==> src/hw/psc_consts.svh <==
/*
 constant header for the power-up switch configuration decoder.
 assumes it is included by bare name by the decoder; the package needs none of it.
*/
`ifndef PSC_CONSTS_SVH
`define PSC_CONSTS_SVH
// ==========================================================
// serial parameter switch bank bit positions
`define PSC_SER_LEN_BIT 0
`define PSC_SER_PAR_HI 1
`define PSC_SER_PAR_LO 2
`define PSC_SER_STOP_BIT 3
`define PSC_SER_RATE_HI 4
`define PSC_SER_RATE_LO 5
`define PSC_SER_FLOW_HI 6
`define PSC_SER_FLOW_LO 7
// ==========================================================
// printer setup switch bank bit positions
`define PSC_SET_METHOD_BIT 0
`define PSC_SET_SENSOR_BIT 1
`define PSC_SET_HEADCHK_BIT 2
`define PSC_SET_HEXDUMP_BIT 3
`define PSC_SET_BUFFER_BIT 4
`define PSC_SET_FWLOAD_BIT 5
`define PSC_SET_CODESET_BIT 6
`define PSC_SET_LEGACY_BIT 7
// ==========================================================
// operation switch bank bit positions
`define PSC_OPR_MEDIA_HI 0
`define PSC_OPR_MEDIA_LO 1
`define PSC_OPR_NOSENSE_BIT 2
`define PSC_OPR_NOBACKFEED_BIT 3
`define PSC_OPR_NOEXT_BIT 4
`define PSC_OPR_TYPE_HI 5
`define PSC_OPR_TYPE_LO 6
`define PSC_OPR_REPRINT_BIT 7
// ==========================================================
// reset values and timing
`define PSC_BANK_RST 8'h00
`define PSC_SETTLE_NS 1000
`define PSC_CLK_NS 25
`define PSC_SETTLE_CYC ((`PSC_SETTLE_NS + `PSC_CLK_NS - 1) / `PSC_CLK_NS)
`endif

==> src/hw/psc_pkg.sv <==
/*
 types for the power-up switch configuration decoder.
 assumes it is compiled before the decoder and the bench; it needs no header.
*/
package psc_pkg;
   // ==========================================================
   // enumerated selections
   typedef enum logic [1:0] {PSC_PAR_NONE = 2'h0, PSC_PAR_EVEN = 2'h1,
      PSC_PAR_ODD = 2'h2} psc_parity_t;
   typedef enum logic [1:0] {PSC_BAUD_9600 = 2'h0, PSC_BAUD_19200 = 2'h1,
      PSC_BAUD_38400 = 2'h2, PSC_BAUD_57600 = 2'h3} psc_baud_t;
   typedef enum logic [2:0] {PSC_FLOW_RDYBSY = 3'h0, PSC_FLOW_XONXOFF = 3'h1,
      PSC_FLOW_STAT3 = 3'h2, PSC_FLOW_STAT4 = 3'h3, PSC_FLOW_LEGACY = 3'h4} psc_flow_t;
   typedef enum logic [1:0] {PSC_MEDIA_CONT = 2'h0, PSC_MEDIA_TEAR = 2'h1,
      PSC_MEDIA_CUT = 2'h2, PSC_MEDIA_DISP = 2'h3} psc_media_t;
   typedef enum logic [2:0] {PSC_TYPE_1 = 3'h1, PSC_TYPE_2 = 3'h2,
      PSC_TYPE_3 = 3'h3, PSC_TYPE_4 = 3'h4} psc_start_type_t;
   // ==========================================================
   // decoded serial framing
   typedef struct packed {
      logic seven_bits;
      psc_parity_t parity;
      logic two_stop;
      psc_baud_t baud;
      psc_flow_t flow;
   } psc_serial_t;
   // decoded printer setup
   typedef struct packed {
      logic direct_thermal;
      logic mark_sensor;
      logic head_check;
      logic hex_dump;
      logic multi_job;
      logic fw_download;
      logic alt_codes;
      logic legacy_cmds;
   } psc_setup_t;
   // decoded operation mode
   typedef struct packed {
      psc_media_t media;
      logic backfeed_after;
      logic auto_position;
      logic backfeed_en;
      logic ext_enable;
      psc_start_type_t start_type;
      logic reprint_en;
   } psc_oper_t;
endpackage : psc_pkg

==> src/hw/psc_decoder.sv <==
/*
 power-up switch configuration decoder with head-open interlock.
 assumes the three switch banks are static mechanical inputs, the head switch
 and applicator signals are asynchronous pins, and SYS_RST_I marks power-up.
*/
`timescale 1ns/1ps
`include "psc_consts.svh"

// Overview of operation
// - switches sampled only at power-up
// - length bit selects eight or seven
// - parity field: none, even, odd, unused
// - stop bit selects one or two
// - rate field selects 9600 to 57600
// - flow field selects four protocols
// - legacy bit swaps variant four protocol
// - method bit: ribbon or direct thermal
// - sensor bit: gap or mark
// - head check bit enables element test
// - hex dump bit enables dump mode
// - buffer bit: single or multi job
// - update bit enables firmware load mode
// - code set bit: standard or alternate
// - media field and backfeed timing
// - sense bit: sensor or line feeds
// - backfeed bit enables backfeed offset
// - accept applicator start when enabled
// - external disable forces continuous, no backfeed
// - type field selects start form
// - reprint bit allows repeat requests
// - head open stops printing three clock edges after the pin
module psc_decoder (
   input wire logic REF_CLK_I,
   input wire logic SYS_RST_I,
   input wire logic [7:0] SERIAL_BANK_I,
   input wire logic [7:0] SETUP_BANK_I,
   input wire logic [7:0] OPER_BANK_I,
   input wire logic HEAD_OPEN_I,
   input wire logic APPL_START_I,
   input wire logic APPL_REPEAT_I,
   input wire logic PRINT_REQ_I,
   output psc_pkg::psc_serial_t SERIAL_CFG_O,
   output psc_pkg::psc_setup_t SETUP_CFG_O,
   output psc_pkg::psc_oper_t OPER_CFG_O,
   output logic CFG_VALID_O,
   output logic PRINT_EN_O,
   output logic START_LEVEL_O,
   output logic REPEAT_O
);
   import psc_pkg::*;

   // ==========================================================
   // power-up sequencer
   typedef enum logic [2:0] {PSC_ST_SETTLE = 3'b001, PSC_ST_LOAD = 3'b010,
      PSC_ST_RUN = 3'b100} psc_state_t;
   psc_state_t state; // sequencer state
   psc_state_t next_state; // next sequencer state
   logic [6:0] settle_cnt; // waits for synchronised banks to settle
   localparam logic [6:0] SETTLE_CYC = 7'(`PSC_SETTLE_CYC);

   // ==========================================================
   // synchronisers: banks and pins pass two flops
   logic [26:0] sync_a; // first stage, read only by sync_b
   logic [26:0] sync_b; // second stage
   // both stages run free with no reset; the settle wait flushes them
   // long before the banks are loaded, so no reset value is needed
   always_ff @(posedge REF_CLK_I) begin
      sync_a <= {PRINT_REQ_I, APPL_REPEAT_I, APPL_START_I, OPER_BANK_I,
         SETUP_BANK_I, SERIAL_BANK_I};
      sync_b <= sync_a;
   end
   logic [7:0] ser_s; // serial bank, synchronised
   logic [7:0] set_s; // setup bank, synchronised
   logic [7:0] opr_s; // operation bank, synchronised
   logic head_s; // head switch, synchronised
   logic start_s; // applicator start, synchronised
   logic repeat_s; // applicator repeat, synchronised
   logic req_s; // print request, synchronised
   logic head_a; // head first stage
   // the head switch has its own pair of flops, kept apart from the wide
   // bank vector so the interlock path stays easy to follow
   always_ff @(posedge REF_CLK_I) begin
      head_a <= HEAD_OPEN_I;
      head_s <= head_a;
   end
   assign ser_s = sync_b[7:0];
   assign set_s = sync_b[15:8];
   assign opr_s = sync_b[23:16];
   assign start_s = sync_b[24];
   assign repeat_s = sync_b[25];
   assign req_s = sync_b[26];

   // state register; reset is the power-up marker
   always_ff @(posedge REF_CLK_I) begin
      if (SYS_RST_I) begin
         state <= PSC_ST_SETTLE;
      end else begin
         state <= next_state;
      end
   end
   // settle counter runs only before the load
   always_ff @(posedge REF_CLK_I) begin
      if (SYS_RST_I) begin
         settle_cnt <= 7'h00;
      end else if (state == PSC_ST_SETTLE) begin
         settle_cnt <= settle_cnt + 7'h01;
      end
   end
   // run is terminal until reset, so later switch moves are ignored
   always_comb begin
      next_state = state;
      case (state)
         PSC_ST_SETTLE: begin
            if (settle_cnt >= SETTLE_CYC) begin
               next_state = PSC_ST_LOAD;
            end
         end
         PSC_ST_LOAD: begin
            next_state = PSC_ST_RUN;
         end
         PSC_ST_RUN: begin
            next_state = PSC_ST_RUN;
         end
         default: begin
            next_state = PSC_ST_SETTLE;
         end
      endcase
   end

   // ==========================================================
   // decode of the three banks
   psc_serial_t next_serial; // decoded serial framing
   psc_setup_t next_setup; // decoded setup
   psc_oper_t next_oper; // decoded operation
   always_comb begin
      next_serial.seven_bits = ser_s[`PSC_SER_LEN_BIT];
      next_serial.two_stop = ser_s[`PSC_SER_STOP_BIT];
      case ({ser_s[`PSC_SER_PAR_HI], ser_s[`PSC_SER_PAR_LO]})
         2'h1: begin
            next_serial.parity = PSC_PAR_EVEN;
         end
         2'h2: begin
            next_serial.parity = PSC_PAR_ODD;
         end
         default: begin
            next_serial.parity = PSC_PAR_NONE;
         end
      endcase
      next_serial.baud = psc_baud_t'({ser_s[`PSC_SER_RATE_HI],
         ser_s[`PSC_SER_RATE_LO]});
      case ({ser_s[`PSC_SER_FLOW_HI], ser_s[`PSC_SER_FLOW_LO]})
         2'h0: begin
            next_serial.flow = PSC_FLOW_RDYBSY;
         end
         2'h1: begin
            next_serial.flow = PSC_FLOW_XONXOFF;
         end
         2'h2: begin
            next_serial.flow = PSC_FLOW_STAT3;
         end
         default: begin
            // legacy emulation replaces variant four
            next_serial.flow = set_s[`PSC_SET_LEGACY_BIT] ? PSC_FLOW_LEGACY
               : PSC_FLOW_STAT4;
         end
      endcase
   end

   // setup bank: each switch lands in one field, on means set
   always_comb begin
      next_setup.direct_thermal = set_s[`PSC_SET_METHOD_BIT];
      next_setup.mark_sensor = set_s[`PSC_SET_SENSOR_BIT];
      next_setup.head_check = set_s[`PSC_SET_HEADCHK_BIT];
      next_setup.hex_dump = set_s[`PSC_SET_HEXDUMP_BIT];
      next_setup.multi_job = set_s[`PSC_SET_BUFFER_BIT];
      next_setup.fw_download = set_s[`PSC_SET_FWLOAD_BIT];
      next_setup.alt_codes = set_s[`PSC_SET_CODESET_BIT];
      next_setup.legacy_cmds = set_s[`PSC_SET_LEGACY_BIT];
   end

   // operation bank; the sense and backfeed switches act when off
   always_comb begin
      next_oper.auto_position = ~opr_s[`PSC_OPR_NOSENSE_BIT];
      next_oper.reprint_en = opr_s[`PSC_OPR_REPRINT_BIT];
      // media bit one also picks when backfeed runs
      next_oper.backfeed_after = opr_s[`PSC_OPR_MEDIA_HI];
      case ({opr_s[`PSC_OPR_TYPE_HI], opr_s[`PSC_OPR_TYPE_LO]})
         2'h0: begin
            next_oper.start_type = PSC_TYPE_4;
         end
         2'h1: begin
            next_oper.start_type = PSC_TYPE_3;
         end
         2'h2: begin
            next_oper.start_type = PSC_TYPE_2;
         end
         default: begin
            next_oper.start_type = PSC_TYPE_1;
         end
      endcase
      if (opr_s[`PSC_OPR_NOEXT_BIT]) begin
         // external disable overrides media and backfeed
         next_oper.media = PSC_MEDIA_CONT;
         next_oper.backfeed_en = 1'b0;
         next_oper.ext_enable = 1'b0;
      end else begin
         next_oper.media = psc_media_t'({opr_s[`PSC_OPR_MEDIA_HI],
            opr_s[`PSC_OPR_MEDIA_LO]});
         next_oper.backfeed_en = ~opr_s[`PSC_OPR_NOBACKFEED_BIT];
         next_oper.ext_enable = 1'b1;
      end
   end

   // ==========================================================
   // configuration registers, loaded once
   always_ff @(posedge REF_CLK_I) begin
      if (SYS_RST_I) begin
         SERIAL_CFG_O <= '0;
         SETUP_CFG_O <= '0;
         OPER_CFG_O <= '0;
         CFG_VALID_O <= 1'b0;
      end else if (state == PSC_ST_LOAD) begin
         SERIAL_CFG_O <= next_serial;
         SETUP_CFG_O <= next_setup;
         OPER_CFG_O <= next_oper;
         CFG_VALID_O <= 1'b1;
      end
   end

   // ==========================================================
   // print enable and applicator signals
   // head open clears the enable one edge after its synchroniser; three edges
   // from pin to enable is the price of a clean, glitch-free gate
   always_ff @(posedge REF_CLK_I) begin
      if (SYS_RST_I) begin
         PRINT_EN_O <= 1'b0;
      end else begin
         PRINT_EN_O <= CFG_VALID_O & req_s & ~head_s;
      end
   end
   // start level passes only while external signals are accepted
   always_ff @(posedge REF_CLK_I) begin
      if (SYS_RST_I) begin
         START_LEVEL_O <= 1'b0;
         REPEAT_O <= 1'b0;
      end else begin
         START_LEVEL_O <= CFG_VALID_O & OPER_CFG_O.ext_enable & start_s;
         REPEAT_O <= CFG_VALID_O & OPER_CFG_O.ext_enable & OPER_CFG_O.reprint_en
            & repeat_s;
      end
   end

   // ==========================================================
   // assertions
   // load checks compare stored fields (parity, start type and ext_enable for one value only, flow with legacy for code 3 only, legacy_cmds not at all)
   // with the synchronised bank one edge earlier, at the load edge itself; outside the load they are idle
   // and the hold checks take over
   a_cfg_held: assert property (@(posedge REF_CLK_I) disable iff (SYS_RST_I)
      CFG_VALID_O |=> $stable(SERIAL_CFG_O) && $stable(SETUP_CFG_O) && $stable(OPER_CFG_O))
      else $error("configuration changed after load");
   a_parity_map: assert property (@(posedge REF_CLK_I) disable iff (SYS_RST_I)
      (state == PSC_ST_LOAD && ser_s[2:1] == 2'h3) |=> SERIAL_CFG_O.parity == PSC_PAR_NONE)
      else $error("unused parity not mapped to none");
   a_len_map: assert property (@(posedge REF_CLK_I) disable iff (SYS_RST_I)
      state == PSC_ST_LOAD |=> SERIAL_CFG_O.seven_bits == $past(ser_s[0]))
      else $error("length bit wrong");
   a_legacy_flow: assert property (@(posedge REF_CLK_I) disable iff (SYS_RST_I)
      (state == PSC_ST_LOAD && ser_s[7:6] == 2'h3 && set_s[7])
      |=> SERIAL_CFG_O.flow == PSC_FLOW_LEGACY)
      else $error("legacy protocol not chosen");
   a_ext_override: assert property (@(posedge REF_CLK_I) disable iff (SYS_RST_I)
      (state == PSC_ST_LOAD && opr_s[4]) |=> OPER_CFG_O.media == PSC_MEDIA_CONT
      && !OPER_CFG_O.backfeed_en && !OPER_CFG_O.ext_enable)
      else $error("external disable override missing");
   a_type_map: assert property (@(posedge REF_CLK_I) disable iff (SYS_RST_I)
      (state == PSC_ST_LOAD && opr_s[6:5] == 2'h0) |=> OPER_CFG_O.start_type == PSC_TYPE_4)
      else $error("start type four wrong");
   a_head_stop: assert property (@(posedge REF_CLK_I) disable iff (SYS_RST_I)
      head_s |=> !PRINT_EN_O)
      else $error("printing with head open");
   a_start_gate: assert property (@(posedge REF_CLK_I) disable iff (SYS_RST_I)
      START_LEVEL_O |-> $past(OPER_CFG_O.ext_enable) && $past(start_s))
      else $error("start passed while disabled");
   a_repeat_gate: assert property (@(posedge REF_CLK_I) disable iff (SYS_RST_I)
      REPEAT_O |-> $past(OPER_CFG_O.reprint_en))
      else $error("repeat passed while disabled");
   a_load_time: assert property (@(posedge REF_CLK_I)
      $fell(SYS_RST_I) |-> ##[40:45] CFG_VALID_O)
      else $error("configuration not loaded in time");
   a_stop_map: assert property (@(posedge REF_CLK_I) disable iff (SYS_RST_I)
      state == PSC_ST_LOAD |=> SERIAL_CFG_O.two_stop == $past(ser_s[`PSC_SER_STOP_BIT]))
      else $error("stop length wrong");
   a_rate_map: assert property (@(posedge REF_CLK_I) disable iff (SYS_RST_I)
      state == PSC_ST_LOAD |=> SERIAL_CFG_O.baud == {$past(ser_s[`PSC_SER_RATE_HI]),
      $past(ser_s[`PSC_SER_RATE_LO])})
      else $error("bit rate wrong");
   a_flow_map: assert property (@(posedge REF_CLK_I) disable iff (SYS_RST_I)
      (state == PSC_ST_LOAD && !set_s[`PSC_SET_LEGACY_BIT]) |=> SERIAL_CFG_O.flow
      == {1'b0, $past(ser_s[`PSC_SER_FLOW_HI]), $past(ser_s[`PSC_SER_FLOW_LO])})
      else $error("flow protocol wrong");
   a_method_map: assert property (@(posedge REF_CLK_I) disable iff (SYS_RST_I)
      state == PSC_ST_LOAD |=> SETUP_CFG_O.direct_thermal == $past(set_s[`PSC_SET_METHOD_BIT]))
      else $error("print method wrong");
   a_sensor_map: assert property (@(posedge REF_CLK_I) disable iff (SYS_RST_I)
      state == PSC_ST_LOAD |=> SETUP_CFG_O.mark_sensor == $past(set_s[`PSC_SET_SENSOR_BIT]))
      else $error("sensor type wrong");
   a_headchk_map: assert property (@(posedge REF_CLK_I) disable iff (SYS_RST_I)
      state == PSC_ST_LOAD |=> SETUP_CFG_O.head_check == $past(set_s[`PSC_SET_HEADCHK_BIT]))
      else $error("head check wrong");
   a_dump_map: assert property (@(posedge REF_CLK_I) disable iff (SYS_RST_I)
      state == PSC_ST_LOAD |=> SETUP_CFG_O.hex_dump == $past(set_s[`PSC_SET_HEXDUMP_BIT]))
      else $error("hex dump wrong");
   a_buffer_map: assert property (@(posedge REF_CLK_I) disable iff (SYS_RST_I)
      state == PSC_ST_LOAD |=> SETUP_CFG_O.multi_job == $past(set_s[`PSC_SET_BUFFER_BIT]))
      else $error("buffer policy wrong");
   a_fwload_map: assert property (@(posedge REF_CLK_I) disable iff (SYS_RST_I)
      state == PSC_ST_LOAD |=> SETUP_CFG_O.fw_download == $past(set_s[`PSC_SET_FWLOAD_BIT]))
      else $error("firmware load wrong");
   a_codes_map: assert property (@(posedge REF_CLK_I) disable iff (SYS_RST_I)
      state == PSC_ST_LOAD |=> SETUP_CFG_O.alt_codes == $past(set_s[`PSC_SET_CODESET_BIT]))
      else $error("code set wrong");
   a_media_map: assert property (@(posedge REF_CLK_I) disable iff (SYS_RST_I)
      (state == PSC_ST_LOAD && !opr_s[`PSC_OPR_NOEXT_BIT]) |=> OPER_CFG_O.media
      == {$past(opr_s[`PSC_OPR_MEDIA_HI]), $past(opr_s[`PSC_OPR_MEDIA_LO])})
      else $error("media mode wrong");
   a_backfeed_when: assert property (@(posedge REF_CLK_I) disable iff (SYS_RST_I)
      state == PSC_ST_LOAD |=> OPER_CFG_O.backfeed_after == $past(opr_s[`PSC_OPR_MEDIA_HI]))
      else $error("backfeed timing wrong");
   a_sense_map: assert property (@(posedge REF_CLK_I) disable iff (SYS_RST_I)
      state == PSC_ST_LOAD |=> OPER_CFG_O.auto_position == !$past(opr_s[`PSC_OPR_NOSENSE_BIT]))
      else $error("label sensing wrong");
   a_backfeed_map: assert property (@(posedge REF_CLK_I) disable iff (SYS_RST_I)
      (state == PSC_ST_LOAD && !opr_s[`PSC_OPR_NOEXT_BIT]) |=> OPER_CFG_O.backfeed_en
      == !$past(opr_s[`PSC_OPR_NOBACKFEED_BIT]))
      else $error("backfeed enable wrong");
   a_reprint_map: assert property (@(posedge REF_CLK_I) disable iff (SYS_RST_I)
      state == PSC_ST_LOAD |=> OPER_CFG_O.reprint_en == $past(opr_s[`PSC_OPR_REPRINT_BIT]))
      else $error("reprint enable wrong");
   a_valid_held: assert property (@(posedge REF_CLK_I) disable iff (SYS_RST_I)
      CFG_VALID_O |=> CFG_VALID_O)
      else $error("valid dropped before reset");
   // legacy protocol and variant four are the least likely codes to be reached by random banks
   c_legacy: cover property (@(posedge REF_CLK_I) SERIAL_CFG_O.flow == PSC_FLOW_LEGACY);
   c_load: cover property (@(posedge REF_CLK_I) $rose(CFG_VALID_O));
   c_print: cover property (@(posedge REF_CLK_I) PRINT_EN_O ##1 !PRINT_EN_O);
   c_start: cover property (@(posedge REF_CLK_I) START_LEVEL_O);
   c_repeat: cover property (@(posedge REF_CLK_I) REPEAT_O);
endmodule : psc_decoder

==> config.mk <==
export PLATFORM = sky130hd
export DESIGN_NAME = psc_decoder
export DESIGN_NICKNAME = d
export VERILOG_FILES = /design/src/hw/psc_pkg.sv /design/src/hw/psc_decoder.sv
export VERILOG_INCLUDE_DIRS = /design/src /design/src/hw
export SDC_FILE = /design/constraint.sdc
export NUM_CORES = 1
export LEC_CHECK = 0
export BUFFER_PORTS_ARGS = -buffer_cell sky130_fd_sc_hd__buf_2
export CAP_MARGIN = 20
export CORE_MARGIN = 4
export CORE_UTILIZATION = 42
export CTS_CLUSTER_SIZE = 12
export DETAILED_ROUTE_END_ITERATION = 8
export GPL_TIMING_DRIVEN = 0
export PLACE_DENSITY = 0.71
export SLEW_MARGIN = 10
export SYNTH_ARGS = -nofsm -noshare
export SYNTH_HDL_FRONTEND = slang
export SYNTH_SLANG_ARGS = --single-unit
==> constraint.sdc <==
create_clock -name REF_CLK_I -period 1.5 [get_ports REF_CLK_I]
set_input_delay 0.15 -clock REF_CLK_I [delete_from_list [all_inputs] [get_ports REF_CLK_I]]
set_output_delay 0.15 -clock REF_CLK_I [all_outputs]
set_load 0.03 [all_outputs]
# --- Yosys cells after proc, flatten, opt, wreduce, memory -nomap -nowiden ---
# Cells that the tools add are included.
classes:
  addsub: 1
  magnitude_cmp: 1
  n_eq_ne: 10
  mux: 8
  n_bitwise: 9
  reduce_logical: 3
ops:
  columns: ["op", "count"]
  rows:
  - ["3-bit case mux with 3 select lines", 2]
  - ["7-bit by 1-bit adder with 7-bit output (second input constant)", 1]
  - ["7-bit by 6-bit >= comparator with 1-bit output (second input constant)", 1]
  - ["1-bit bitwise AND", 6]
  - ["2-bit by 1-bit == test with 1-bit output (second input constant)", 3]
  - ["2-bit == test (second input constant)", 3]
  - ["3-bit two-way mux", 2]
  - ["3-bit case mux with 2 select lines", 1]
  - ["2-bit zero test", 2]
  - ["2-bit two-way mux", 2]
  - ["2-bit case mux with 2 select lines", 1]
  - ["3-bit by 1-bit == test with 1-bit output (second input constant)", 1]
  - ["3-bit by 2-bit == test with 1-bit output (second input constant)", 1]
  - ["3-bit == test (second input constant)", 1]
  - ["1-bit inverter", 3]
  - ["2-bit by 1-bit != test with 1-bit output (second input constant)", 1]
  - ["2-bit OR reduction", 1]
word_totals:
  reg_bits: 97
  in_bits: 30
  out_inout_bits: 31
  word_cells: 62

# --- Logic depth before layout (Yosys ltp) ---
logic_depth:
  word_depth: 3
  depth_mapped: 5
  ltp_nobuf: 4

# --- Worst setup path before layout ---
# No wires, ideal clock.
synth_path:
  kind: "reg2reg"
  from: "register state[1]"
  to: "register OPER_CFG_O[5] in the netlist's numbering"
  setup_time_ns: 0.070
  t_arrival_ns: 1.274
  required_ns: 1.430
  setup_slack_ns: 0.156
  path_stages_with_launch: 5
  path_buffers: 1
  period_less_slack_ns: 1.344
  cell_sequence: "dfxtp_1 or3b_1 buf_2 or3_1 a21oi_1"
synth_between:
  elab_chain_cells: 1
synth_lines:
  columns: ["item", "line_no", "text"]
  rows:
  - ["start: declaration", "psc_decoder.sv:56", "psc_state_t state;"]
  - ["start signal: assignment", "psc_decoder.sv:98", "state <= next_state;"]
  - ["3-bit by 2-bit == test with 1-bit output", "psc_decoder.sv:222", "end else if (state == PSC_ST_LOAD) begin"]
  - ["end signal: assignment", "psc_decoder.sv:225", "OPER_CFG_O <= next_oper;"]
  - ["end: declaration", "psc_decoder.sv:44", "output psc_pkg::psc_oper_t OPER_CFG_O,"]
# No other way between the ends.
# A chain may end at the register's enable or synchronous reset.

# --- Final worst setup path ---
# Same ends and word-level chain as after synthesis.

==> report_table.html <==
<table>
<tr><th>Metric</th><th>Value</th></tr>
<tr><th colspan="2">Setup path</th></tr>
<tr><td>Kind of critical path</td><td>register to register</td></tr>
<tr><td>Depth of the most critical reg-to-reg path</td><td>4</td></tr>
<tr><td>Startpoint of the most critical register-to-register path</td><td>state[1]</td></tr>
<tr><td>Slack of the worst reg-to-reg path</td><td>0.09 ns</td></tr>
<tr><td>Setup crit start</td><td>state[1]</td></tr>
<tr><td>Critical path capture point type</td><td>register</td></tr>
<tr><td>Critical Path RT</td><td>1.78 ns</td></tr>
<tr><td>Crit Reg-Reg Endpoint</td><td>OPER_CFG_O[5]</td></tr>
<tr><td>Type of element launching the critical path</td><td>register</td></tr>
<tr><td>Data arrival time of the critical path</td><td>1.69 ns</td></tr>
<tr><td>Maximum fanout along the worst path</td><td>8</td></tr>
<tr><td>End point of the critical path</td><td>OPER_CFG_O[5]</td></tr>
<tr><th colspan="2">STA</th></tr>
<tr><td>Highest achievable clock rate</td><td>711 MHz</td></tr>
<tr><td>Slew at the pin with the worst max-slew slack</td><td>0.504 ns</td></tr>
<tr><td>Final setup vio count</td><td>0</td></tr>
<tr><td>Worst path setup slack after routing</td><td>0.0941 ns</td></tr>
<tr><td>Number of hold-slack violations in the final timing report</td><td>0</td></tr>
<tr><td>Shortest period the worst path allows</td><td>1.41 ns</td></tr>
<tr><td>Final worst clock skew</td><td>0.00483 ns</td></tr>
<tr><td>Tightest slew margin relative to the limit</td><td>66.4%</td></tr>
<tr><td>Final Max Slew Viols</td><td>0</td></tr>
<tr><td>Fraction of the cycle the final worst path needs</td><td>93.7%</td></tr>
<tr><td>Setup repair after global routing missed its margin</td><td>no</td></tr>
<tr><th colspan="2">Power and ir drop</th></tr>
<tr><td>Leakage power total</td><td>1.56 nW</td></tr>
<tr><td>Highest ir drop seen on vdd</td><td>0.732 mV</td></tr>
<tr><td>Sum of internal, switching and leakage power</td><td>4.32 mW</td></tr>
<tr><td>Power density of the placed cells</td><td>1210 mW/mm^2</td></tr>
<tr><th colspan="2">Global route</th></tr>
<tr><td>Number of global-route vias before repair</td><td>1772</td></tr>
<tr><td>Maximum number of pins on one net before global-route repair</td><td>15</td></tr>
<tr><td>Antenna violations before repair</td><td>0</td></tr>
<tr><td>Global route total overflow</td><td>0</td></tr>
<tr><td>First-pass GRT wire length</td><td>8420 um</td></tr>
<tr><td>Global routing usage summed across all routing layers</td><td>14.6%</td></tr>
<tr><th colspan="2">Logic synthesis</th></tr>
<tr><td>Post-synthesis cell area</td><td>0.00270 mm^2</td></tr>
<tr><td>Ys Warns</td><td>0</td></tr>
<tr><td>Count of cell types in the netlist</td><td>28</td></tr>
<tr><td>Synthesized flop and latch total</td><td>97</td></tr>
<tr><td>Syn Area/Cell</td><td>11.4 um^2</td></tr>
<tr><td>Synthesized net count</td><td>271</td></tr>
<tr><td>Number of instances in the synthesized netlist</td><td>236</td></tr>
<tr><td>Seq/Total Area, Yosys</td><td>71.9%</td></tr>
<tr><th colspan="2">Placed design</th></tr>
<tr><td>Quantity of I/O buffers inserted on ports</td><td>60</td></tr>
<tr><td>Standard cell area after detailed placement</td><td>0.00309 mm^2</td></tr>
<tr><td>Post-placement cell count</td><td>371</td></tr>
<tr><td>RePlAce Congestion</td><td>0.745</td></tr>
<tr><td>Final HPWL DP</td><td>3350 um</td></tr>
<tr><td>Pre-CTS setup slack</td><td>-0.0343 ns</td></tr>
<tr><th colspan="2">Clock network</th></tr>
<tr><td>Buffer depth of the longest clock path</td><td>2</td></tr>
<tr><td>Clock buffers created by TritonCTS</td><td>9</td></tr>
<tr><td>Maximum level of the CTS H-tree</td><td>3</td></tr>
<tr><td>Sinks on the clock net</td><td>97</td></tr>
<tr><td>Clock tree root driver cell</td><td>clkbuf_8</td></tr>
<tr><td>CTS tree</td><td>yes</td></tr>
<tr><td>Clk pin slew, worst setup/hold paths</td><td>0.08 ns</td></tr>
<tr><td>Worst skew pair latency</td><td>0.35 ns</td></tr>
<tr><th colspan="2">Run status</th></tr>
<tr><td>Outcome</td><td>finished clean</td></tr>
<tr><th colspan="2">Drt</th></tr>
<tr><td>Iteration count of the initial detailed-routing pass</td><td>4</td></tr>
<tr><td>Count of vias placed by the detailed router</td><td>1868</td></tr>
<tr><td>DRC violations left</td><td>0</td></tr>
<tr><td>Post-detailed-route via-to-cell ratio</td><td>4.50</td></tr>
<tr><td>Final wirelength</td><td>5140 um</td></tr>
<tr><td>Detail Route Antenna Nets</td><td>0</td></tr>
<tr><td>Violation count after the first detailed-routing iteration</td><td>55</td></tr>
<tr><td>Wirelength per Cell</td><td>12.4 um</td></tr>
<tr><th colspan="2">Cells and area</th></tr>
<tr><td>Area growth syn-to-layout</td><td>32.3%</td></tr>
<tr><td>Ant diodes</td><td>0</td></tr>
<tr><td>Share of layout cells above drive strength 1</td><td>24.1%</td></tr>
<tr><td>Layout Cell Area excl Fill</td><td>0.00357 mm^2</td></tr>
<tr><td>Number of standard cells in the layout, taps in and fillers out</td><td>415</td></tr>
<tr><td>Leading cell type in the layout, fill and taps excluded</td><td>dfxtp_1</td></tr>
<tr><td>Number of nets in the final layout</td><td>370</td></tr>
<tr><td>Commonest cells after routing, fill and taps aside</td><td>dfxtp_1 (96), buf_2 (63), nand2_1 (43)</td></tr>
<tr><th colspan="2">Flow run</th></tr>
<tr><td>Max capacitance violation total</td><td>0</td></tr>
<tr><th colspan="2">Floorplanning</th></tr>
<tr><td>Row cnt</td><td>28</td></tr>
<tr><td>Die Area</td><td>0.00778 mm^2</td></tr>
<tr><td>Die H</td><td>88.2 um</td></tr>
<tr><td>Die outline width</td><td>88.2 um</td></tr>
<tr><td>IO Count</td><td>61</td></tr>
<tr><td>Area of the core region</td><td>0.00610 mm^2</td></tr>
<tr><td>Starting density of the core</td><td>44.3%</td></tr>
<tr><th colspan="2">Worst hold path</th></tr>
<tr><td>Hold Path Stages</td><td>3</td></tr>
<tr><td>Class of the tightest hold or removal check</td><td>primary input to register</td></tr>
</table>
[flip-flops by register name, summed over array words and instances (netlist names), 3 cells and up]
register,flops
state,3
sync_a,27
sync_b,27
SETUP_CFG_O,8
SERIAL_CFG_O,9
OPER_CFG_O,10
settle_cnt,7
[metrics by stage]
stage	setup TNS [ns]	utilization (%)	hold slack, ns
after detailed placement	-0.258	50.8	0.254
after global routing	0	58.6	0.211
after CTS	0	58.3	0.190
final	0	58.6	0.197
after global placement	0	50.8	0.252
after floorplan	0	-	0.178
[cell usage after synthesis]
master	n	area, um^2
nand3_1	4	20.0
clkbuf_1	6	22.5
xnor2_1	3	26.3
dfxtp_1	97	1940
nor2_1	13	48.8
buf_1	1	3.75
o211a_1	1	10.0
inv_1	5	18.8
and4_1	1	8.76
a21oi_1	24	120
nor3b_1	1	7.51
nor3_1	3	15.0
a211oi_1	2	15.0
nand2_1	43	161
buf_2	3	15.0
mux2i_1	1	10.0
ha_1	5	62.6
and3_1	1	6.26
nand3b_1	4	30.0
or3b_1	1	8.76
mux2_1	4	45.0
nor2b_1	4	25.0
and4bb_1	1	12.5
o21a_1	1	7.51
or3_1	1	6.26
nor3b_2	1	12.5
nor4bb_1	2	20.0
nand4_1	3	18.8
[metal layers]
metal	vias up	share of wire, %	GRT usage, %
li1	965	-	-
met1	855	42	16.2
met2	36	51	24.8
met3	12	4.8	4.80
met4	0	2.2	7.42
met5	-	0	0
[logic make-up (layout without fill, tap and decap cells)]
family / count (synthesis) / count (layout) / share of synthesized area (%)
mux: 5 / 5 / 2.04
buf+inv: 15 / 119 / 2.22
fa+ha+maj: 5 / 5 / 2.32
compound gates: 28 / 28 / 5.65
simple gates: 83 / 83 / 14.9
flops: 97 / 97 / 71.9
xor+xnor: 3 / 3 / 0.973
[how the worst min path moves through the flow]
stage	end	from	slack (ns)
after floorplan	head_a	HEAD_OPEN_I	0.18
after global placement	sync_a[12]	SETUP_BANK_I[4]	0.25
after detailed placement	sync_a[12]	SETUP_BANK_I[4]	0.25
after CTS	settle_cnt[5]	SYS_RST_I	0.19
after global routing	settle_cnt[6]	SYS_RST_I	0.21
final	settle_cnt[5]	SYS_RST_I	0.20
[power by group]
| part | internal (mW) | switching (mW) |
|---|---|---|
| Clock | 0.694 | 0.791 |
| Sequential | 2.66 | 0.0319 |
| Combinational | 0.0915 | 0.0525 |
[area by class of cell]
type	instances	area (um^2)
repair buffers	88	581
clock buffers	14	163
fillers	517	2520
well taps	75	93.8
clock inverters	2	12.5
multi-input cells	124	709
inverters	5	18.8
flip-flops and latches	97	1940
plain buffers	10	50.0
[timing repair]
item,4_1_cts,5_1_grt
resized for setup,3,8
endpoints found under the hold margin,28,0
setup endpoints to repair,20,28
hold buffers,28,0
buffers inserted,0,0
[critical path, stage by stage (launching register included)]
cell and delay [ns]:
dfxtp_2 0.39, or3b_1 0.34, buf_2 0.17, or3_1 0.31, a21oi_1 0.13
No activity file was read; power rests on OpenSTA's default activity.
